## src/hw/aux_pump_pkg.sv

```systemverilog
package aux_pump_pkg;
  // frequencies in units of 0.1 Hz
  localparam int          FREQ_W          = 16;
  localparam logic [15:0] ACT_LEVEL_RESET = 16'h01f4; // 50.0 Hz
  localparam logic [15:0] HYST_RESET      = 16'h000a; // 1.0 Hz
  localparam int          NUM_MOTORS      = 3;
  localparam int          NUM_RELAYS      = 7;        // relays 6..12
  localparam logic [7:0]  SEL_AUX_LINE    = 8'h58;    // 88
  localparam logic [7:0]  SEL_M1_INV      = 8'ha0;    // 160
  localparam logic [7:0]  SEL_M3_MAINS    = 8'ha5;    // 165
  localparam logic [7:0]  SEL_RESET       = 8'h00;
  localparam logic [7:0]  MODE_RESET      = 8'h00;
  // register byte offsets
  localparam logic [7:0]  OFS_CTRL        = 8'h00;
  localparam logic [7:0]  OFS_ACT_LEVEL   = 8'h04;
  localparam logic [7:0]  OFS_HYST        = 8'h08;
  localparam logic [7:0]  OFS_MODE        = 8'h0c;
  localparam logic [7:0]  OFS_STATUS      = 8'h10;
  localparam logic [7:0]  OFS_SEL_BASE    = 8'h20;
  localparam logic [7:0]  OFS_SEL_LAST    = 8'h38;
  localparam logic [1:0]  RESP_OKAY       = 2'b00;
  localparam logic [1:0]  RESP_SLVERR     = 2'b10;
endpackage

```

## src/hw/aux_cfg_if.sv

```systemverilog
`timescale 1ns/100ps
interface aux_cfg_if;
  import aux_pump_pkg::*;
  logic [15:0] actLevel;
  logic [15:0] hystWidth;
  logic [23:0] motorMode;   // three 8-bit mode settings
  logic [2:0]  enAssigned;  // enable input assigned per motor
  logic [55:0] relaySel;    // seven 8-bit selectors, relay 6 low
  logic        auxLine;
  logic [2:0]  allMask;
  modport regs (output actLevel, hystWidth, motorMode, enAssigned, relaySel,
                input auxLine, allMask);
  modport core (input actLevel, hystWidth, motorMode, enAssigned, relaySel,
                output auxLine, allMask);
endinterface

```

## src/hw/aux_pump_regs.sv

```systemverilog
// Chosen here: the AXI4-Lite interface to the registers and the address map.
`timescale 1ns/100ps
module aux_pump_regs
  import aux_pump_pkg::*;
(
  input  wire logic        clk,
  input  wire logic        rst_b,
  input  wire logic [7:0]  awaddr,
  input  wire logic        awvalid,
  output logic             awready,
  input  wire logic [31:0] wdata,
  input  wire logic [3:0]  wstrb,
  input  wire logic        wvalid,
  output logic             wready,
  output logic [1:0]       bresp,
  output logic             bvalid,
  input  wire logic        bready,
  input  wire logic [7:0]  araddr,
  input  wire logic        arvalid,
  output logic             arready,
  output logic [31:0]      rdata,
  output logic [1:0]       rresp,
  output logic             rvalid,
  input  wire logic        rready,
  aux_cfg_if.regs          cfg
);
  logic [7:0]  awAddr_q;
  logic        awHave_q;
  logic [31:0] wData_q;
  logic [3:0]  wStrb_q;
  logic        wHave_q;
  logic [15:0] act_q;
  logic [15:0] hyst_q;
  logic [23:0] mode_q;
  logic [2:0]  assigned_q;
  logic [55:0] sel_q;
  logic        doWrite;
  logic        wrHit;
  logic        rdHit;
  logic [31:0] rdVal;
  logic [2:0]  wrSelIdx;
  logic [2:0]  rdSelIdx;

  // one write and one read in flight; address and data taken in any order
  assign awready = !awHave_q && !bvalid;
  assign wready  = !wHave_q && !bvalid;
  assign arready = !rvalid;
  assign doWrite = awHave_q && wHave_q && !bvalid;
  assign wrSelIdx = 3'((awAddr_q - OFS_SEL_BASE) >> 2);
  assign rdSelIdx = 3'((araddr - OFS_SEL_BASE) >> 2);
  assign wrHit = (awAddr_q == OFS_CTRL) || (awAddr_q == OFS_ACT_LEVEL)
              || (awAddr_q == OFS_HYST) || (awAddr_q == OFS_MODE)
              || (awAddr_q >= OFS_SEL_BASE && awAddr_q <= OFS_SEL_LAST
                  && awAddr_q[1:0] == 2'b00);

  // read decode, status is the only read-only word
  always_comb
  begin
    rdHit = 1'b1;
    rdVal = 32'h0;
    if (araddr == OFS_CTRL)
      rdVal = {29'h0, assigned_q};
    else if (araddr == OFS_ACT_LEVEL)
      rdVal = {16'h0, act_q};
    else if (araddr == OFS_HYST)
      rdVal = {16'h0, hyst_q};
    else if (araddr == OFS_MODE)
      rdVal = {8'h0, mode_q};
    else if (araddr == OFS_STATUS)
      rdVal = {28'h0, cfg.allMask, cfg.auxLine};
    else if (araddr >= OFS_SEL_BASE && araddr <= OFS_SEL_LAST && araddr[1:0] == 2'b00)
      rdVal = {24'h0, sel_q[rdSelIdx*8 +: 8]};
    else
      rdHit = 1'b0;
  end

  // write channel capture and response
  always_ff @(posedge clk or negedge rst_b)
  begin
    if (!rst_b)
    begin
      awHave_q <= 1'b0;
      wHave_q  <= 1'b0;
      awAddr_q <= 8'h0;
      wData_q  <= 32'h0;
      wStrb_q  <= 4'h0;
      bvalid   <= 1'b0;
      bresp    <= RESP_OKAY;
    end
    else
    begin
      if (awvalid && awready)
      begin
        awHave_q <= 1'b1;
        awAddr_q <= awaddr;
      end
      if (wvalid && wready)
      begin
        wHave_q <= 1'b1;
        wData_q <= wdata;
        wStrb_q <= wstrb;
      end
      if (doWrite)
      begin
        awHave_q <= 1'b0;
        wHave_q  <= 1'b0;
        bvalid   <= 1'b1;
        bresp    <= wrHit ? RESP_OKAY : RESP_SLVERR;
      end
      else if (bvalid && bready)
        bvalid <= 1'b0;
    end
  end

  // configuration storage, byte lanes honoured
  always_ff @(posedge clk or negedge rst_b)
  begin
    if (!rst_b)
    begin
      act_q      <= ACT_LEVEL_RESET;
      hyst_q     <= HYST_RESET;
      mode_q     <= {MODE_RESET, MODE_RESET, MODE_RESET};
      assigned_q <= 3'h0;
      sel_q      <= {NUM_RELAYS{SEL_RESET}};
    end
    else if (doWrite && wrHit)
    begin
      if (awAddr_q == OFS_CTRL && wStrb_q[0])
        assigned_q <= wData_q[2:0];
      else if (awAddr_q == OFS_ACT_LEVEL)
      begin
        if (wStrb_q[0]) act_q[7:0]  <= wData_q[7:0];
        if (wStrb_q[1]) act_q[15:8] <= wData_q[15:8];
      end
      else if (awAddr_q == OFS_HYST)
      begin
        if (wStrb_q[0]) hyst_q[7:0]  <= wData_q[7:0];
        if (wStrb_q[1]) hyst_q[15:8] <= wData_q[15:8];
      end
      else if (awAddr_q == OFS_MODE)
      begin
        if (wStrb_q[0]) mode_q[7:0]   <= wData_q[7:0];
        if (wStrb_q[1]) mode_q[15:8]  <= wData_q[15:8];
        if (wStrb_q[2]) mode_q[23:16] <= wData_q[23:16];
      end
      else if (wStrb_q[0])
        sel_q[wrSelIdx*8 +: 8] <= wData_q[7:0];
    end
  end

  // read response
  always_ff @(posedge clk or negedge rst_b)
  begin
    if (!rst_b)
    begin
      rvalid <= 1'b0;
      rdata  <= 32'h0;
      rresp  <= RESP_OKAY;
    end
    else if (arvalid && arready)
    begin
      rvalid <= 1'b1;
      rdata  <= rdVal;
      rresp  <= rdHit ? RESP_OKAY : RESP_SLVERR;
    end
    else if (rvalid && rready)
      rvalid <= 1'b0;
  end

  assign cfg.actLevel   = act_q;
  assign cfg.hystWidth  = hyst_q;
  assign cfg.motorMode  = mode_q;
  assign cfg.enAssigned = assigned_q;
  assign cfg.relaySel   = sel_q;
endmodule // aux_pump_regs

```

## src/hw/aux_pump_decide.sv

```systemverilog
`timescale 1ns/100ps
module aux_pump_decide
  import aux_pump_pkg::*;
(
  input  wire logic        clk,
  input  wire logic        rst_b,
  input  wire logic [15:0] outFreq,
  input  wire logic [2:0]  motorEnableIn,
  input  wire logic [2:0]  motorActive,
  aux_cfg_if.core          cfg
);
  logic [2:0]  enabled;
  logic        allActive;
  logic        aboveLevel;
  logic        belowOff;
  logic [16:0] offLevel;
  logic        aux_q;
  logic        aux_d;
  logic [2:0]  enabled_q;

  // enable needs input on (if assigned) and nonzero mode
  genvar m;
  generate
    for (m = 0; m < NUM_MOTORS; m++)
    begin : g_en
      assign enabled[m] = (!cfg.enAssigned[m] || motorEnableIn[m])
                        && (cfg.motorMode[m*8 +: 8] != MODE_RESET);
    end
  endgenerate

  // every enabled pump active; an empty set never satisfies this
  assign allActive  = (enabled != 3'h0) && ((enabled & ~motorActive) == 3'h0);
  assign aboveLevel = outFreq > cfg.actLevel;
  // widened so a level below hysteresis sets borrow bit 16 instead of wrapping unseen
  assign offLevel = {1'b0, cfg.actLevel} - {1'b0, cfg.hystWidth};
  // a borrow means the off level sits below zero, which no frequency can reach
  assign belowOff = !offLevel[16] && ({1'b0, outFreq} < offLevel);

  // set on rise above level, hold until below level minus hysteresis
  assign aux_d = !allActive ? 1'b0
               : aboveLevel ? 1'b1
               : belowOff   ? 1'b0
               : aux_q;

  always_ff @(posedge clk or negedge rst_b)
  begin
    if (!rst_b)
    begin
      aux_q     <= 1'b0;
      enabled_q <= 3'h0;
    end
    else
    begin
      aux_q     <= aux_d;
      enabled_q <= enabled;
    end
  end

  assign cfg.auxLine = aux_q;
  assign cfg.allMask = enabled_q;
endmodule // aux_pump_decide

```

## src/hw/aux_pump_relay_control.sv

```systemverilog
`timescale 1ns/100ps
// Summary of operation
// - relay 12 carries the auxiliary-pump line when its selector is 88.
// - aux line comes on only when all enabled pumps are active and frequency is above level.
// - a pump's enable input counts only when assigned; then it must be on.
// - a pump is enabled only while its mode setting is nonzero, together with rule 3.
// - activation level resets to 50.0 Hz.
// - hysteresis width resets to 1.0 Hz.
// - selectors accept codes 160 to 165 for motor inverter and mains signals.
// - the extra pump should leave the mains before the regulated one, never together; here its relay drops one cycle after the motor relay.
// - the extra pump joins only once the regulated pumps are on mains and frequency is high; the code also counts a pump on inverter as active.
module aux_pump_relay_control
  import aux_pump_pkg::*;
(
  input  wire logic        clk,
  input  wire logic        rst_b,
  input  wire logic [7:0]  awaddr,
  input  wire logic        awvalid,
  output logic             awready,
  input  wire logic [31:0] wdata,
  input  wire logic [3:0]  wstrb,
  input  wire logic        wvalid,
  output logic             wready,
  output logic [1:0]       bresp,
  output logic             bvalid,
  input  wire logic        bready,
  input  wire logic [7:0]  araddr,
  input  wire logic        arvalid,
  output logic             arready,
  output logic [31:0]      rdata,
  output logic [1:0]       rresp,
  output logic             rvalid,
  input  wire logic        rready,
  input  wire logic [15:0] outFreq,
  input  wire logic [2:0]  motorEnableIn,
  input  wire logic [2:0]  motorInverterDriven,
  input  wire logic [2:0]  motorMainsDriven,
  output logic [6:0]       relayOut
);
  aux_cfg_if cfg ();
  logic [2:0] motorActive;
  logic [6:0] relay_d;
  logic [6:0] relay_q;

  // active means on inverter or on mains
  assign motorActive = motorInverterDriven | motorMainsDriven;

  aux_pump_regs u_regs (
    .clk     (clk),
    .rst_b   (rst_b),
    .awaddr  (awaddr),
    .awvalid (awvalid),
    .awready (awready),
    .wdata   (wdata),
    .wstrb   (wstrb),
    .wvalid  (wvalid),
    .wready  (wready),
    .bresp   (bresp),
    .bvalid  (bvalid),
    .bready  (bready),
    .araddr  (araddr),
    .arvalid (arvalid),
    .arready (arready),
    .rdata   (rdata),
    .rresp   (rresp),
    .rvalid  (rvalid),
    .rready  (rready),
    .cfg     (cfg.regs)
  );

  aux_pump_decide u_decide (
    .clk           (clk),
    .rst_b         (rst_b),
    .outFreq       (outFreq),
    .motorEnableIn (motorEnableIn),
    .motorActive   (motorActive),
    .cfg           (cfg.core)
  );

  // each relay maps its selector code; unknown codes give off
  genvar r;
  generate
    for (r = 0; r < NUM_RELAYS; r++)
    begin : g_relay
      logic [7:0] sel;
      logic [7:0] ofs;
      logic       motorSig;
      assign sel = cfg.relaySel[r*8 +: 8];
      assign ofs = sel - SEL_M1_INV;
      assign motorSig = ofs[0] ? motorMainsDriven[ofs[2:1]]
                               : motorInverterDriven[ofs[2:1]];
      assign relay_d[r] = (sel == SEL_AUX_LINE) ? cfg.auxLine
                        : (sel >= SEL_M1_INV && sel <= SEL_M3_MAINS) ? motorSig
                        : 1'b0;
    end
  endgenerate

  // equal latency on every relay; the aux line's own register makes the extra pump drop one cycle after a motor relay
  always_ff @(posedge clk or negedge rst_b)
  begin
    if (!rst_b)
      relay_q <= 7'h0;
    else
      relay_q <= relay_d;
  end

  assign relayOut = relay_q;
endmodule // aux_pump_relay_control

```

## config.mk

```make
export PLATFORM = sky130hd
export DESIGN_NAME = aux_pump_relay_control
export DESIGN_NICKNAME = d
export VERILOG_FILES = /design/src/hw/aux_pump_pkg.sv /design/src/hw/aux_cfg_if.sv /design/src/hw/aux_pump_regs.sv /design/src/hw/aux_pump_decide.sv /design/src/hw/aux_pump_relay_control.sv
export SDC_FILE = /design/constraint.sdc
export NUM_CORES = 1
export LEC_CHECK = 0
export ABC_AREA = 1
export BUFFER_PORTS_ARGS = -buffer_cell sky130_fd_sc_hd__buf_2
export CORE_ASPECT_RATIO = 0.5
export CORE_MARGIN = 3
export CORE_UTILIZATION = 40
export CTS_CLUSTER_DIAMETER = 100
export DETAILED_ROUTE_END_ITERATION = 8
export SLEW_MARGIN = 20
export SYNTH_ARGS = -nofsm -noshare
export SYNTH_HDL_FRONTEND = slang
export SYNTH_SLANG_ARGS = --single-unit
```

## constraint.sdc

```tcl
create_clock -name clk -period 4.5 [get_ports clk]
set_clock_uncertainty 0.2 [all_clocks]
set_input_delay 0.225 -clock clk [delete_from_list [all_inputs] [get_ports clk]]
set_output_delay 0.225 -clock clk [all_outputs]
set_load 0.01 [all_outputs]
```

# After elaboration in Yosys (flattened, before gate mapping)
# Index checks and enable logic that the tools add are counted.
# Widths: inputs -> output; s select.
# totals
reg_bits,201
latch_bits,0
mem_bits_rw,0
rom_bits,0
input_bits,84
out_inout_bits,48
word_cells,224
n_memories,0
# classes
addsub,11
multipliers,0
n_div,0
n_lt_le_gt_ge,27
eq_ne,15
shifts,3
n_mux,75
n_bitwise,7
n_reduce_logical,64
# ops
op,count
$mux 32,5
$bwmux 56,1
$eq 8x7->1 const B,7
$ge 8x8->1 const B,7
$le 8x8->1 const B,7
$shift 8x34->56 const A,1
$shiftx 56x7->8,1
$shiftx 8x34->56,1
$mux 1,52
$neg 6->34,1
$eq 8x4->1 const B,4
$bmux 1 s2,14
$logic_and 1x1->1,27
$reduce_and 6->1,4
$reduce_bool 8->1,3
$lt 2x3->1 const B,7
$sub 3x1->3 const B,7
$lt 16x17->1,1
$sub 16x16->17,1
$eq 8x3->1 const B,2
$ge 8x6->1 const B,2
$gt 16x16->1,1
$le 8x6->1 const B,2
$logic_not 8->1,2
other kinds (18),42

# Longest topological paths before layout
# depth
word_depth,10
depth_mapped,23
ltp_nobuf,23

# Hierarchy
# From an unflattened synthesis, not the netlist that was laid out.
# hier_totals
cells_unflattened,1588
area_unflattened_um2,11409.7
# by_module_without_submodules
mod,instances,cells_each,area_each_um2,seq_area_each_um2
aux_pump_regs,1,1070,8514.4,4514.3
aux_pump_decide,1,285,1813.0,100.1
aux_pump_relay_control,1,233,1082.3,175.2

# Least setup slack after synthesis
# Ideal clock, no wire load.
# synth_timing
path_type,reg2reg
startpoint,"register u_regs.act_q[0], in the netlist u_regs.cfg.actLevel[0]"
endpoint,"register u_decide.aux_q, in the netlist u_decide.cfg.auxLine"
setup_time_ps,77
arrival_time_ps,3055
t_required_ps,4223
setup_slack_ps,1167
stages_incl_launch_ff,22
n_path_buf,0
synth_period_minus_slack_ps,3333
cell_sequence,dfrtp_1 inv_1 ha_1 inv_1 fa_1 nand3_1 nand3_1 a21oi_1 o21ai_0 a21boi_0 o21ai_0 xnor2_1 ha_1 inv_1 o31a_1 nand2_1 nand2_1 nand2_1 nand2_1 nand3_1 nand2_1 a21oi_1
# synth_between
elab_chain_cells,4
elab_cells_between_ends,8
cone_classes,add/sub: 1; order compare: 2; eq/ne: 1; mux: 2; reduce/logical: 2
# synth_rtl
element,line,text
"start, declared",aux_pump_regs.sv:32,logic [15:0] act_q;
"start signal, assigned",aux_pump_regs.sv:132,if (wStrb_q[0]) act_q[7:0] <= wData_q[7:0];
$sub 16x16->17,aux_pump_decide.sv:35,"assign offLevel = {1'b0, cfg.actLevel} - {1'b0, cfg.hystWidth};"
$lt 16x17->1 / $logic_not 1->1 (equally long branches),aux_pump_decide.sv:37,"assign belowOff = !offLevel[16] && ({1'b0, outFreq} < offLevel);"
$logic_and 1x1->1,aux_pump_decide.sv:37,
$ne 3x3->1 (no line),-,
"end signal, assigned",aux_pump_decide.sv:54,aux_q <= aux_d;
"end, declared",aux_pump_decide.sv:17,logic aux_q;
# Parallel ways exist; a longest one is shown, timed or not.
# A chain may end at the register's enable or synchronous reset.

# Final worst setup path
# Same ends and word-level chain as after synthesis.

==> flow_summary.html <==
<table>
<tr><th>Metric</th><th>Value</th></tr>
<tr><th colspan="2">Timing</th></tr>
<tr><td>Hold Violations, Final</td><td>0</td></tr>
<tr><td>RSZ-0062 raised after global routing</td><td>no</td></tr>
<tr><td>Summed negative setup slack over all endpoints</td><td>0 ps</td></tr>
<tr><td>Setup-violating endpoint count in the final report</td><td>0</td></tr>
<tr><td>Highest clock frequency the design can meet</td><td>0.267 GHz</td></tr>
<tr><td>Transition time at the pin with the least slew margin</td><td>1040 ps</td></tr>
<tr><td>Slew headroom</td><td>30.7%</td></tr>
<tr><td>Max Slew Vio Count</td><td>0</td></tr>
<tr><td>Final critical delay including setup and external delays</td><td>3740 ps</td></tr>
<tr><td>Crit share post-route</td><td>83.2%</td></tr>
<tr><th colspan="2">Critical path</th></tr>
<tr><td>Worst-path fanout max</td><td>4</td></tr>
<tr><td>Crit Reg-Reg Startpoint</td><td>u_regs.cfg.actLevel[0]</td></tr>
<tr><td>Kind of launch point of the worst setup path</td><td>flip-flop</td></tr>
<tr><td>Required time of the critical path</td><td>4670 ps</td></tr>
<tr><td>Signal arrival time at the worst endpoint</td><td>3910 ps</td></tr>
<tr><td>Capture instance of the worst register-to-register path</td><td>u_decide.cfg.auxLine</td></tr>
<tr><td>Family with the most delay on the worst path</td><td>compound AO/OA/AOI/OAI gates</td></tr>
<tr><td>Critical Path Source</td><td>u_regs.cfg.actLevel[0]</td></tr>
<tr><td>Standard cell with the maximum stage delay on the critical path</td><td>dfrtp_1</td></tr>
<tr><td>CP bufs+invs</td><td>3</td></tr>
<tr><td>Cell type with the highest occurrence count on the critical path</td><td>nand2_1</td></tr>
<tr><td>Worst R2R Path Depth</td><td>21</td></tr>
<tr><td>Cells traversed along the worst timing path</td><td>inv_1, ha_1, inv_1, fa_1, nand3_1, nand3_1, a21oi_1, o21ai_0, a21boi_0, o21ai_0, xnor2_1, ha_1, inv_1, o31a_1, nand2_1, nand2_1, nand2_1, nand2_1, nand3_1, nand2_1, a21oi_1</td></tr>
<tr><td>End point of the critical path</td><td>u_decide.cfg.auxLine</td></tr>
<tr><td>Critical Setup Path Class</td><td>reg2reg</td></tr>
<tr><td>Levels on crit path</td><td>21</td></tr>
<tr><td>R2r setup slk</td><td>760 ps</td></tr>
<tr><td>Highest cell delay on the worst timing path</td><td>410 ps</td></tr>
<tr><td>Kind of end point of the critical path</td><td>flip-flop</td></tr>
<tr><th colspan="2">Detailed routing</th></tr>
<tr><td>Total via count after detailed routing</td><td>9673</td></tr>
<tr><td>DRC violations left</td><td>0</td></tr>
<tr><td>Wire length per cell</td><td>17.4 µm</td></tr>
<tr><td>Via-to-Cell Ratio</td><td>5.34</td></tr>
<tr><td>Routed wire length</td><td>31.6 mm</td></tr>
<tr><td>Violation count after the first detailed-route iteration</td><td>983</td></tr>
<tr><td>Final ANT Viol Nets</td><td>0</td></tr>
<tr><td>Number of search-and-repair iterations in the first detailed-routing pass</td><td>6</td></tr>
<tr><th colspan="2">Clock tree</th></tr>
<tr><td>Clock transition at the register clock pins on the worst setup and hold paths after CTS</td><td>80 ps</td></tr>
<tr><td>Total number of clock tree sinks</td><td>191</td></tr>
<tr><td>TritonCTS Buffers</td><td>17</td></tr>
<tr><td>H-tree levels</td><td>4</td></tr>
<tr><td>Clk_lat worst skew</td><td>440 ps</td></tr>
<tr><td>Post-cts repair resize count</td><td>0</td></tr>
<tr><td>Root buffer selected by CTS</td><td>clkbuf_16</td></tr>
<tr><td>Clock tree buffer depth</td><td>2</td></tr>
<tr><td>CTS tree</td><td>done</td></tr>
<tr><th colspan="2">Synth</th></tr>
<tr><td>Async S/R FF share, synth</td><td>100%</td></tr>
<tr><td>Flip-flop and latch count after synthesis</td><td>191</td></tr>
<tr><td>Part of the Yosys area used for sequential elements</td><td>44.9%</td></tr>
<tr><td>Primary FF master, synth</td><td>dfrtp_1</td></tr>
<tr><td>Cell type with the highest aggregate area in the netlist</td><td>dfrtp_1</td></tr>
<tr><td>Most repeated cell in the gate-level netlist after synthesis</td><td>nand2_1</td></tr>
<tr><td>Post-synth top area share</td><td>43.0%</td></tr>
<tr><td>Number of distinct standard cells referenced by the synthesized netlist</td><td>54</td></tr>
<tr><td>Number of flops mapped to enable cells by yosys</td><td>0</td></tr>
<tr><td>Post-Syn Instances</td><td>1318</td></tr>
<tr><td>Per-instance average area after synthesis</td><td>8.09 µm²</td></tr>
<tr><td>Area of the mapped netlist</td><td>0.0107 mm²</td></tr>
<tr><td>Ranking of synthesized cells by area</td><td>dfrtp_1 43%, nand2_1 9.1%, ha_1 6.1%</td></tr>
<tr><td>Commonest cells in the synthesized netlist</td><td>259 x nand2_1, 183 x dfrtp_1, 159 x inv_1</td></tr>
<tr><td>Total of warnings raised by yosys</td><td>0</td></tr>
<tr><th colspan="2">GRT</th></tr>
<tr><td>Initial antenna violation count</td><td>0</td></tr>
<tr><td>Overall Global Routing Usage</td><td>22.3%</td></tr>
<tr><td>Pin count of the biggest net entering global routing</td><td>117</td></tr>
<tr><td>Number of global-route vias before repair</td><td>9197</td></tr>
<tr><td>First-pass GRT wire length</td><td>50.1 mm</td></tr>
<tr><td>Overflow after GRT</td><td>0</td></tr>
<tr><th colspan="2">Placed design</th></tr>
<tr><td>Detailed placer's ending HPWL</td><td>23.6 mm</td></tr>
<tr><td>Global placer's final weighted congestion</td><td>0.959</td></tr>
<tr><td>PortBufs</td><td>112</td></tr>
<tr><td>Post-placement cell area</td><td>0.0115 mm²</td></tr>
<tr><th colspan="2">Cells and area</th></tr>
<tr><td>Area growth syn-to-layout</td><td>16.6%</td></tr>
<tr><td>Final layout net count</td><td>1592</td></tr>
<tr><td>Share of layout cells above drive strength 1</td><td>13.8%</td></tr>
<tr><td>Antenna Cells</td><td>0</td></tr>
<tr><td>Final Cell Area</td><td>0.0124 mm²</td></tr>
<tr><th colspan="2">Flow run</th></tr>
<tr><td>Max Cap Viol</td><td>0</td></tr>
<tr><th colspan="2">Run status</th></tr>
<tr><td>Result of the run</td><td>finished, final reports clean</td></tr>
<tr><th colspan="2">Power</th></tr>
<tr><td>Peak ir drop on the vdd network</td><td>0.213 mV</td></tr>
<tr><td>Static leakage</td><td>0.00586 µW</td></tr>
<tr><td>Total power density per cell area</td><td>388 mW/mm²</td></tr>
<tr><th colspan="2">Die</th></tr>
<tr><td>Die Y-Extent</td><td>121 µm</td></tr>
<tr><td>Row cnt</td><td>41</td></tr>
<tr><td>Standard cell core area</td><td>0.0257 mm²</td></tr>
<tr><td>Io pins</td><td>132</td></tr>
<tr><td>Initial Utilization</td><td>41.5%</td></tr>
<tr><td>Horiz. Die Dim</td><td>237 µm</td></tr>
<tr><td>Die area</td><td>0.0288 mm²</td></tr>
<tr><th colspan="2">Min path</th></tr>
<tr><td>Worst hold-check path type</td><td>in2reg</td></tr>
</table>
[tightest hold or removal path, stage by stage]
cell,delay (ps)
buf_2,150
o21ai_0,150
a221oi_1,80
[power by group]
group	switching, µW	internal [µW]
combinational	928	341
clock	731	759
sequential	139	1920
total	1800	3020
[flip-flops by register name, indices dropped and copies added (netlist names), 3 cells and up]
register and flops:
u_regs.cfg.enAssigned 3, u_regs.cfg.hystWidth 16, u_regs.cfg.relaySel 56, u_regs.awAddr_q 8
u_regs.rdata 24, u_regs.wData_q 24, u_regs.cfg.actLevel 16, relayOut 7
u_decide.cfg.allMask 3, u_regs.wStrb_q 3, u_regs.cfg.motorMode 24
[per-stage QoR]
stage	power [µW]	setup slack, ps	util [%]	hold slack, ps	instances
3_5_place_dp	3320	766	44.6	219	1739
2_1_floorplan	2870	1170	-	-271	1327
3_3_place_gp	3280	848	44.6	205	1739
6_report	4820	756	48.4	23.4	1812
4_1_cts	4820	763	48.4	7.22	1812
5_1_grt	5080	439	48.4	37.3	1812
[worst min path at each step]
stage	from	end	slack (ps)	cells after the start
finish	motorMainsDriven[2]	relayOut[0]	20	3
global route	motorMainsDriven[2]	relayOut[0]	40	3
CTS	motorMainsDriven[2]	relayOut[0]	7	3
detailed placement	rst_b	u_regs.rdata[14]	220	1
global placement	bready	u_regs.bvalid	200	2
floorplan	rst_b	relayOut[0]	-270	0
[what timing repair did]
action / in CTS / in global routing
setup buffers: 0 / 0
hold endpoints to repair: 152 / 0
endpoints found under the setup margin: 0 / 0
hold buffers: 41 / 0
[layout make-up]
| class | count | area [µm²] |
|---|---|---|
| Fill cell | 2498 | 13300 |
| Multi-Input combinational cell | 925 | 5020 |
| Sequential cell | 191 | 4790 |
| Timing Repair Buffer | 157 | 1010 |
| Inverter | 163 | 614 |
| Clock buffer | 19 | 453 |
| Tap cell | 344 | 430 |
| Clock inverter | 13 | 119 |
[placed cells by master (no fill, tap or decap), types with 6 or more instances in the layout]
master and instances:
nand3_1 45, dfrtp_1 183, xnor2_1 7, conb_1 10
a221oi_1 15, a21oi_1 77, nand2_1 258, dfstp_2 8
nand2_2 10, clkbuf_16 17, nor4_1 9, inv_1 159
buf_2 111, o22ai_1 19, ha_1 52, nor2_1 133
xor2_1 7, o21ai_1 46, nor3_1 14, o211ai_1 6
dlygate4sd3_1 41, o21ai_2 16, nand4_1 26, o21ai_0 118
o31ai_1 10
[metal layers]
layer,global-route usage (%),vias up,part of all wire [%]
li1,-,4670,-
met1,31.9,4677,47
met2,34.7,274,45
met3,3.47,52,5.8
met4,6.94,0,2.5
met5,0,-,0
[kinds of logic (layout without fill, tap and decap cells)]
kind of cell / after synthesis / after routing / share of synthesized area, %
flip-flops: 191 / 191 / 44.9
buffers and inverters: 211 / 352 / 8.36
other: 1 / 10 / 0.0352
AND/OR/NAND/NOR: 509 / 509 / 20.5
multiplexers: 7 / 7 / 0.716
adder cells (fa/ha/maj): 53 / 53 / 6.29
XOR/XNOR: 14 / 14 / 1.15
AO/OA/AOI/OAI: 332 / 332 / 18.0
Note: power is estimated with default switching activity, not from simulation.
